### config.mk
export PLATFORM = sky130hd
export DESIGN_NAME = dlm_config_bank
export DESIGN_NICKNAME = d
export VERILOG_FILES = /design/src/include/dlm_pkg.sv /design/src/logic/dlm_config_bank.sv /design/src/logic/dlm_serial_port.sv
export VERILOG_INCLUDE_DIRS = /design/src /design/src/include
export SDC_FILE = /design/constraint.sdc
export NUM_CORES = 1
export LEC_CHECK = 0
export ABC_AREA = 0
export CAP_MARGIN = 20
export CORE_MARGIN = 4
export CORE_UTILIZATION = 54
export DETAILED_ROUTE_END_ITERATION = 10
export DONT_BUFFER_PORTS = 1
export PLACE_DENSITY = 0.72
export SLEW_MARGIN = 15
export SYNTH_ARGS = -nofsm -noshare
export SYNTH_HDL_FRONTEND = slang
export SYNTH_SLANG_ARGS = --single-unit
### constraint.sdc
create_clock -name core_clk -period 2.3 [get_ports core_clk]
set_input_delay 0.345 -clock core_clk [delete_from_list [all_inputs] [get_ports core_clk]]
set_output_delay 0.345 -clock core_clk [all_outputs]
set_load 0.005 [all_outputs]
### src/include/dlm_map.svh
// Address map, field positions and reset values of the link mode configuration bank.
// Assumes a host that writes 24-bit serial frames: rw, page, address, data.
`ifndef DLM_MAP_SVH
`define DLM_MAP_SVH

// ----------------------------------------------------------------
// Frame layout
// ----------------------------------------------------------------
`define DLM_FRAME_BITS    24
`define DLM_HDR_BITS      16
`define DLM_CNT_W         5

// ----------------------------------------------------------------
// Page codes
// ----------------------------------------------------------------
`define DLM_PG_MAIN       3'h1
`define DLM_PG_LINK_DIG   3'h2
`define DLM_PG_LINK_ANA   3'h3

// ----------------------------------------------------------------
// Register offsets
// ----------------------------------------------------------------
`define DLM_A_RESTART     12'h000
`define DLM_A_FILTER      12'h041
`define DLM_A_DECIM       12'h04D
`define DLM_A_ORDER_EN1   12'h052
`define DLM_A_ORDER_EN2   12'h072
`define DLM_A_LINK_FMT    12'h001
`define DLM_A_SHARING     12'h016
`define DLM_A_ORDER_A     12'h031
`define DLM_A_ORDER_B     12'h032
`define DLM_A_PLL         12'h016

// ----------------------------------------------------------------
// Field positions
// ----------------------------------------------------------------
`define DLM_B_RESTART     0
`define DLM_B_DEC_EN      3
`define DLM_B_FIL_EN      4
`define DLM_B_RESP_MSB    5
`define DLM_F_RESP_LO     2:0
`define DLM_B_ORDER_EN1   7
`define DLM_B_ORDER_EN2   3
`define DLM_B_SHARING     4
`define DLM_F_LINK_FILT   5:3
`define DLM_F_LINK_FMT    2:0
`define DLM_F_PLL         1:0

// ----------------------------------------------------------------
// Codes and reset values
// ----------------------------------------------------------------
`define DLM_FMT_RST       3'h1
`define DLM_PLL_RST       2'h0
`define DLM_FMT_A         3'h1
`define DLM_FMT_B         3'h2
`define DLM_FMT_C         3'h4
`define DLM_PLL_A         2'h0
`define DLM_PLL_B         2'h2
`define DLM_FILT_NONE     3'h0
`define DLM_FILT_IQ4      3'h7
`define DLM_FILT_X2       3'h6
`define DLM_FILT_R4       3'h4
`define DLM_RESP_IQ4      4'h3
`define DLM_RESP_LPF      4'h2
`define DLM_RESP_HPF      4'h6
`define DLM_ORDER_DEC     8'h0A

`endif

### src/include/dlm_pkg.sv
// Types shared by the link mode configuration bank and its serial port.
// Assumes dlm_map.svh supplies the numeric constants.
package dlm_pkg;

	typedef struct packed {
		logic       decimation_path_enable;
		logic       filter_enable;
		logic [3:0] filter_response_code;
		logic       word_order_enable_first;
		logic       word_order_enable_second;
	} dlm_main_s;

	typedef struct packed {
		logic [2:0] link_filter_code;
		logic [2:0] link_format_code;
		logic       lane_sharing;
		logic [1:0] serializer_pll_code;
		logic [7:0] chan_a_word_order;
		logic [7:0] chan_b_word_order;
	} dlm_link_s;

	typedef struct packed {
		logic        wr;
		logic [2:0]  page;
		logic [11:0] addr;
		logic [7:0]  data;
	} dlm_req_s;

endpackage

### src/logic/dlm_config_bank.sv
// Link mode configuration bank: staged main page, link page, restart strobe.
// Assumes a host on the serial register port; outputs feed the filter and link logic.
`timescale 1ns/1ps
`include "dlm_map.svh"

module dlm_config_bank
	import dlm_pkg::*;
(
	input  wire logic core_clk,       // System clock
	input  wire logic rst,            // Async reset, high
	input  wire logic sclk,           // Serial clock
	input  wire logic sdin,           // Serial data in
	input  wire logic sen_n,          // Frame enable, low
	output logic      sdout,          // Serial data out
	output dlm_main_s main_cfg,       // Active main page settings
	output dlm_link_s link_cfg,       // Link page settings
	output logic      cfg_supported,  // Active setting is a listed option
	output logic      stage_supported // Staged setting is a listed option
);

	// ----------------------------------------------------------------
	// Option check
	// ----------------------------------------------------------------
	function automatic logic dlm_pair_ok(input dlm_link_s l, input logic fmt_c_ok);
		dlm_pair_ok = (l.link_format_code == `DLM_FMT_A && l.serializer_pll_code == `DLM_PLL_A)
			|| (l.link_format_code == `DLM_FMT_B && l.serializer_pll_code == `DLM_PLL_B)
			|| (fmt_c_ok && l.link_format_code == `DLM_FMT_C
				&& l.serializer_pll_code == `DLM_PLL_B);
	endfunction

	function automatic logic dlm_option_ok(input dlm_main_s m, input dlm_link_s l);
		logic dec;
		logic ord;
		dec = m.decimation_path_enable && m.filter_enable;
		ord = l.chan_a_word_order == `DLM_ORDER_DEC && l.chan_b_word_order == `DLM_ORDER_DEC
			&& m.word_order_enable_first && m.word_order_enable_second;
		dlm_option_ok = 1'b0;
		if (!m.decimation_path_enable && !m.filter_enable) begin
			dlm_option_ok = m.filter_response_code == 4'h0
				&& l.link_filter_code == `DLM_FILT_NONE && !l.lane_sharing
				&& l.chan_a_word_order == 8'h00 && l.chan_b_word_order == 8'h00
				&& !m.word_order_enable_first && !m.word_order_enable_second
				&& dlm_pair_ok(l, 1'b1);
		end else if (dec && ord) begin
			case (l.link_filter_code)
				`DLM_FILT_IQ4: begin
					dlm_option_ok = m.filter_response_code == `DLM_RESP_IQ4
						&& !l.lane_sharing && dlm_pair_ok(l, 1'b0);
				end
				`DLM_FILT_X2: begin
					dlm_option_ok = (m.filter_response_code == `DLM_RESP_LPF
						|| m.filter_response_code == `DLM_RESP_HPF)
						&& !l.lane_sharing && dlm_pair_ok(l, 1'b0);
				end
				`DLM_FILT_R4: begin
					dlm_option_ok = m.filter_response_code[1:0] == 2'h0
						&& ((l.link_format_code == `DLM_FMT_A
							&& l.serializer_pll_code == `DLM_PLL_A && !l.lane_sharing)
						|| (l.link_format_code == `DLM_FMT_B
							&& l.serializer_pll_code == `DLM_PLL_B && l.lane_sharing));
				end
				default: begin
					dlm_option_ok = 1'b0;
				end
			endcase
		end
	endfunction

	// ----------------------------------------------------------------
	// Serial port
	// ----------------------------------------------------------------
	dlm_req_s   req;
	logic [7:0] rd_data;

	dlm_serial_port u_port (
		.core_clk (core_clk),
		.rst      (rst),
		.sclk     (sclk),
		.sdin     (sdin),
		.sen_n    (sen_n),
		.rd_data  (rd_data),
		.req      (req),
		.sdout    (sdout)
	);

	// ----------------------------------------------------------------
	// State
	// ----------------------------------------------------------------
	typedef struct packed {
		dlm_main_s stage;
		dlm_main_s act;
		dlm_link_s link;
		logic      act_ok;
		logic      stage_ok;
	} dlm_bank_s;

	dlm_bank_s st_reg;
	dlm_bank_s st_next;

	localparam dlm_link_s LINK_RST = '{
		link_filter_code:    `DLM_FILT_NONE,
		link_format_code:    `DLM_FMT_RST,
		lane_sharing:        1'b0,
		serializer_pll_code: `DLM_PLL_RST,
		chan_a_word_order:   8'h00,
		chan_b_word_order:   8'h00
	};

	always_comb begin
		st_next = st_reg;
		if (req.wr) begin
			case (req.page)
				`DLM_PG_MAIN: begin
					case (req.addr)
						`DLM_A_RESTART: begin
							if (req.data[`DLM_B_RESTART]) begin
								st_next.act = st_reg.stage;
							end
						end
						`DLM_A_FILTER: begin
							st_next.stage.filter_enable = req.data[`DLM_B_FIL_EN];
							st_next.stage.filter_response_code =
								{req.data[`DLM_B_RESP_MSB], req.data[`DLM_F_RESP_LO]};
						end
						`DLM_A_DECIM: begin
							st_next.stage.decimation_path_enable = req.data[`DLM_B_DEC_EN];
						end
						`DLM_A_ORDER_EN1: begin
							st_next.stage.word_order_enable_first = req.data[`DLM_B_ORDER_EN1];
						end
						`DLM_A_ORDER_EN2: begin
							st_next.stage.word_order_enable_second = req.data[`DLM_B_ORDER_EN2];
						end
						default: begin
						end
					endcase
				end
				`DLM_PG_LINK_DIG: begin
					case (req.addr)
						`DLM_A_LINK_FMT: begin
							st_next.link.link_filter_code = req.data[`DLM_F_LINK_FILT];
							st_next.link.link_format_code = req.data[`DLM_F_LINK_FMT];
						end
						`DLM_A_SHARING: begin
							st_next.link.lane_sharing = req.data[`DLM_B_SHARING];
						end
						`DLM_A_ORDER_A: begin
							st_next.link.chan_a_word_order = req.data;
						end
						`DLM_A_ORDER_B: begin
							st_next.link.chan_b_word_order = req.data;
						end
						default: begin
						end
					endcase
				end
				`DLM_PG_LINK_ANA: begin
					// Analog link page holds only the serializer code
					if (req.addr == `DLM_A_PLL) begin
						st_next.link.serializer_pll_code = req.data[`DLM_F_PLL];
					end
				end
				default: begin
				end
			endcase
		end
		// Each listed option is one link shape row
		st_next.act_ok = dlm_option_ok(st_reg.act, st_reg.link);
		st_next.stage_ok = dlm_option_ok(st_reg.stage, st_reg.link);
	end

	always_ff @(posedge core_clk or posedge rst) begin
		if (rst) begin
			st_reg <= '{stage: '0, act: '0, link: LINK_RST, act_ok: 1'b1, stage_ok: 1'b1};
		end else begin
			st_reg <= st_next;
		end
	end

	// ----------------------------------------------------------------
	// Read back: staged main page, link pages; restart reads zero
	// ----------------------------------------------------------------
	always_comb begin
		rd_data = 8'h00;
		case (req.page)
			`DLM_PG_MAIN: begin
				case (req.addr)
					`DLM_A_FILTER: begin
						// Response code straddles the enable bit
						rd_data[`DLM_B_RESP_MSB] = st_reg.stage.filter_response_code[3];
						rd_data[`DLM_B_FIL_EN] = st_reg.stage.filter_enable;
						rd_data[`DLM_F_RESP_LO] = st_reg.stage.filter_response_code[2:0];
					end
					`DLM_A_DECIM: rd_data[`DLM_B_DEC_EN] = st_reg.stage.decimation_path_enable;
					`DLM_A_ORDER_EN1: rd_data[`DLM_B_ORDER_EN1] = st_reg.stage.word_order_enable_first;
					`DLM_A_ORDER_EN2: rd_data[`DLM_B_ORDER_EN2] = st_reg.stage.word_order_enable_second;
					default: rd_data = 8'h00;
				endcase
			end
			`DLM_PG_LINK_DIG: begin
				case (req.addr)
					`DLM_A_LINK_FMT: rd_data = {2'h0, st_reg.link.link_filter_code,
						st_reg.link.link_format_code};
					`DLM_A_SHARING: rd_data[`DLM_B_SHARING] = st_reg.link.lane_sharing;
					`DLM_A_ORDER_A: rd_data = st_reg.link.chan_a_word_order;
					`DLM_A_ORDER_B: rd_data = st_reg.link.chan_b_word_order;
					default: rd_data = 8'h00;
				endcase
			end
			`DLM_PG_LINK_ANA: begin
				if (req.addr == `DLM_A_PLL) begin
					rd_data[`DLM_F_PLL] = st_reg.link.serializer_pll_code;
				end
			end
			default: rd_data = 8'h00;
		endcase
	end

	assign main_cfg = st_reg.act;
	assign link_cfg = st_reg.link;
	assign cfg_supported = st_reg.act_ok;
	assign stage_supported = st_reg.stage_ok;

endmodule

### src/logic/dlm_serial_port.sv
// Serial register port: shifts 24-bit frames in on sclk rising edges.
// Assumes sclk, sdin and sen_n are synchronous to core_clk and slower than it.
`timescale 1ns/1ps
`include "dlm_map.svh"

module dlm_serial_port
	import dlm_pkg::*;
(
	input  wire logic       core_clk, // System clock
	input  wire logic       rst,      // Async reset, high
	input  wire logic       sclk,     // Serial clock
	input  wire logic       sdin,     // Serial data in
	input  wire logic       sen_n,    // Frame enable, low
	input  wire logic [7:0] rd_data,  // Read data for query
	output dlm_req_s        req,      // Write pulse and query address
	output logic            sdout     // Serial data out
);

	typedef struct packed {
		logic                   sclk_d;
		logic [`DLM_CNT_W-1:0]  cnt;
		logic [23:0]            shin;
		logic [7:0]             shout;
		logic                   sdout;
		logic                   wr;
	} dlm_sp_s;

	dlm_sp_s st_reg;
	dlm_sp_s st_next;

	always_comb begin
		st_next = st_reg;
		st_next.sclk_d = sclk;
		st_next.wr = 1'b0;
		if (sen_n) begin
			st_next.cnt = '0;
		end else if (sclk && !st_reg.sclk_d) begin
			st_next.shin = {st_reg.shin[22:0], sdin};
			if (st_reg.cnt != `DLM_CNT_W'(`DLM_FRAME_BITS)) begin
				st_next.cnt = st_reg.cnt + 1'b1;
			end
			if (st_reg.cnt == `DLM_CNT_W'(`DLM_FRAME_BITS - 1) && !st_reg.shin[22]) begin
				st_next.wr = 1'b1;
			end
		end else if (!sclk && st_reg.sclk_d) begin
			if (st_reg.cnt == `DLM_CNT_W'(`DLM_HDR_BITS)) begin
				st_next.sdout = rd_data[7];
				st_next.shout = {rd_data[6:0], 1'b0};
			end else if (st_reg.cnt > `DLM_CNT_W'(`DLM_HDR_BITS)) begin
				st_next.sdout = st_reg.shout[7];
				st_next.shout = {st_reg.shout[6:0], 1'b0};
			end
		end
	end

	always_ff @(posedge core_clk or posedge rst) begin
		if (rst) begin
			st_reg <= '0;
		end else begin
			st_reg <= st_next;
		end
	end

	// Query address is header bits while reading, frame bits at write
	always_comb begin
		req.wr = st_reg.wr;
		req.data = st_reg.shin[7:0];
		if (st_reg.wr) begin
			req.page = st_reg.shin[22:20];
			req.addr = st_reg.shin[19:8];
		end else begin
			req.page = st_reg.shin[14:12];
			req.addr = st_reg.shin[11:0];
		end
	end

	assign sdout = st_reg.sdout;

endmodule
==> summary.md <==
| Metric | Value |
|---|---|
| Status | finished clean |
| Leakage | 2.14 nW |
| Vias | ~3.5k |
| Asr flop ratio synth | 100% |
| Post-synth top area share | around two fifths |
| R2r startpoint | u_port.req[23] |
| Yosys cell types | 63 |
| Row cnt | 33 |
| Clock sink total | 81 |
| Minimum clock period | 2.29 ns |
| Port Buffers | 0 |
| RSZ-0062 raised after global routing | yes |
| CP Depth | 6 |
| WP buf/inv | 1 |
| FF-to-FF End | u_port.st_reg[3] |
| Htree depth | 3 |
| Final WL | 11.3 mm |
| Max incr delay on CP | 0.47 ns |
| Leading cell type in the layout, fill and taps excluded | dfrtp_1 |
| Worst rel slew slack | 63.8% |
| DR WL/cell | ~21 um |
| Mapped Cells | 430 |
| Max Fanout on Critical Path | 13 |
| Critical Path End Type | flip-flop |
| Sequential fraction of the synthesis area | between 40% and 50% |
| HP Start | sen_n |
| Avg Cell Area, Syn | between 10 and 15 um2 |
| Setup TNS | 0 ns |
| Slowest cell on the critical path | dfrtp_1 |
| Hold Path Depth | 1 |
| I/O Pins | 41 |
| Syn nets | 437 |
| Post-DP HPWL | between 8 and 9 mm |
| Drt drc | 0 |
| R2R Setup Slk | between 0.01 and 0.015 ns |
| Clk slew on worst S/H paths | 0.08 ns |
| Worst vdd ir | 0.489 mV |
| Worst hold endpoint | u_port.st_reg[36] |
| Post-synth EDFFs | 0 |
| Top Family by Delay on Critical Path | compound AO/OA/AOI/OAI gates |
| Most frequent cells in the layout | dfrtp_1 (78), mux2_2 (62), buf_4 (27) |
| Clk_lat worst skew | around 0.35 ns |
| Worst Skew | 0.00759 ns |
| ANT cells | 0 |
| Die W | 102 um |
| Starting DRT DRC Count | 358 |
| Root Buffer Master | clkbuf_8 |
| Highest routed layer | met4 |
| Hold Crit Class | primary input to flip-flop |
| Yosys top cell by area | dfrtp_1 |
| CP Cell Sequence | buf_4 > nor3_1 > a2bb2o_4 > a2111oi_0 > o221ai_1 > o211ai_1 |
| Area delta synth->final | 6.46% |
| Die H | 102 um |
| ANT nets after route | 0 |
| DRT Pass-1 Iters | 5 |
| Met3 WL | 732 um |
| YS warnings | 0 |
| Met2 Wirelength | 5.12 mm |
| Via density | 6.52 |
| M1 WL | between 5 and 6 mm |
| Gpl congestion | 0.934 |
| Final setup margin | 0.0116 ns |
| Core Area | 8380 um2 |
| Worst setup SP type | flip-flop |
| CP Class | flip-flop to flip-flop |
| Fin nets | 427 |
| #FFs+latches synth | 81 |
| Max Cap Violations | 0 |
| GRT Overall Usage | around 23% |
| Initial antenna violation count | 0 |
| PwrDens | 698 nW/um2 |
| Slew @ Worst Pin | ~0.54 ns |
| CTS tree | yes |
| Share of cells above drive strength 1 | about a third |
| Clock tree buffer depth | 2 |
| WP data required | roughly 2.6 ns |
| Pins Over Slew Limit | 0 |
| Final Cycle Share | ~100% |
| First-pass GRT wire length | 17.9 mm |
| Largest net degree at the start of global routing | 82 |
| Achievable Freq | 0.437 GHz |
| Post-Syn Area | 4730 um2 |
| Initial Util | 56.4% |
| Die ar. | 10300 um2 |
| Most used DFF post-synth | dfrtp_1 |
| Max reg flops | 28 |
| GRT overflow | 0 |
| Worst R2R Path Depth | 6 |
| Number of buffers created by CTS | 9 |
| Final hold violation count | 0 |
| Vias in the first global route | 3356 |
| Synth area leaders | dfrtp_1 (41%), mux2_2 (15%), buf_4 (5.4%) |
| Setup Viol. Count Final | 0 |
| WP data arrival | 2.56 ns |
| Fin util | between 60 and 70% |
| Pre-CTS setup slack | 0.00547 ns |
[cell usage after synthesis, types with 5 or more instances]
cell type	count
dfrtp_1	78
mux2_2	62
buf_4	34
nor2_1	20
o21ai_0	19
nand2_1	14
nand3_1	13
clkbuf_1	12
inv_1	11
nor4_1	10
a2111oi_0	8
nand4_1	8
nor3b_1	7
a21oi_1	6
buf_2	6
and3_1	5
nand4b_1	5
nor2b_1	5
o211ai_1	5
[worst max path at each step]
stage / start / end / slack, ns
CTS: u_port.req[23] / main_cfg[7] / 0.009
detailed placement: u_port.st_reg[20] / u_port.st_reg[4] / 0.005
global placement: u_port.req[23] / main_cfg[5] / 0.06
finish: u_port.req[23] / u_port.st_reg[3] / 0.01
floorplan: u_port.st_reg[24] / main_cfg[0] / 0.21
global route: u_port.req[23] / u_port.st_reg[3] / -0.02
[where the power goes]
part	switching, mW	leakage, nW	internal, mW
sequential	0.132	1.11	1.50
combinational	0.569	0.952	0.385
clock	0.506	0.0826	0.422
[per-stage QoR]
stage	hold WS [ns]	total power [mW]	cell area, um2	cells
floorplan	0.376	2.19	4730	430
global placement	0.365	2.54	4760	510
detailed placement	0.371	2.55	4760	510
CTS	0.0326	3.48	4960	528
global route	0.0302	3.66	5030	530
finish	0.0437	3.51	5030	530
[worst reg2reg max path: cells and delay by family (launching register included)]
family                 cells  cell delay [ns]
AO/OA/AOI/OAI              4             1.19
flip-flops                 1             0.47
buffers and inverters      1             0.22
AND/OR/NAND/NOR            1             0.34
[logic make-up (layout without fill, tap and decap cells)]
group	after synthesis	after routing	synth area share (%)
simple gates	132	132	18.2
compound gates	84	84	14.5
xor+xnor	3	3	0.556
buf+inv	64	59	8.10
flops	81	81	43.0
fa+ha+maj	2	2	0.529
mux	64	64	15.2
[layout make-up]
| class | instances | area [um2] |
|---|---|---|
| repair buffers | 32 | 283 |
| clock buffers | 12 | 145 |
| inverters | 11 | 45.0 |
| flip-flops and latches | 81 | 2030 |
| well taps | 105 | 131 |
| clock inverters | 4 | 28.8 |
| multi-input cells | 285 | 2370 |
| fillers | 693 | 3350 |
[layer usage]
| metal | global-route usage (%) | up-vias |
|---|---|---|
| li1 | - | 1586 |
| met5 | 0 | - |
| met2 | 33.6 | 120 |
| met4 | 7.46 | 0 |
| met1 | 32.7 | 1724 |
| met3 | 5.37 | 24 |
[timing repair]
| item | CTS | global route |
|---|---|---|
| pin swaps | 0 | 3 |
| setup endpoints to repair | 1 | 23 |
| buffers inserted | 0 | 2 |
| gates resized for setup | 1 | 10 |
| hold buffers | 2 | 0 |
| endpoints found under the hold margin | 71 | 0 |
(Power assumes the default switching activity.)
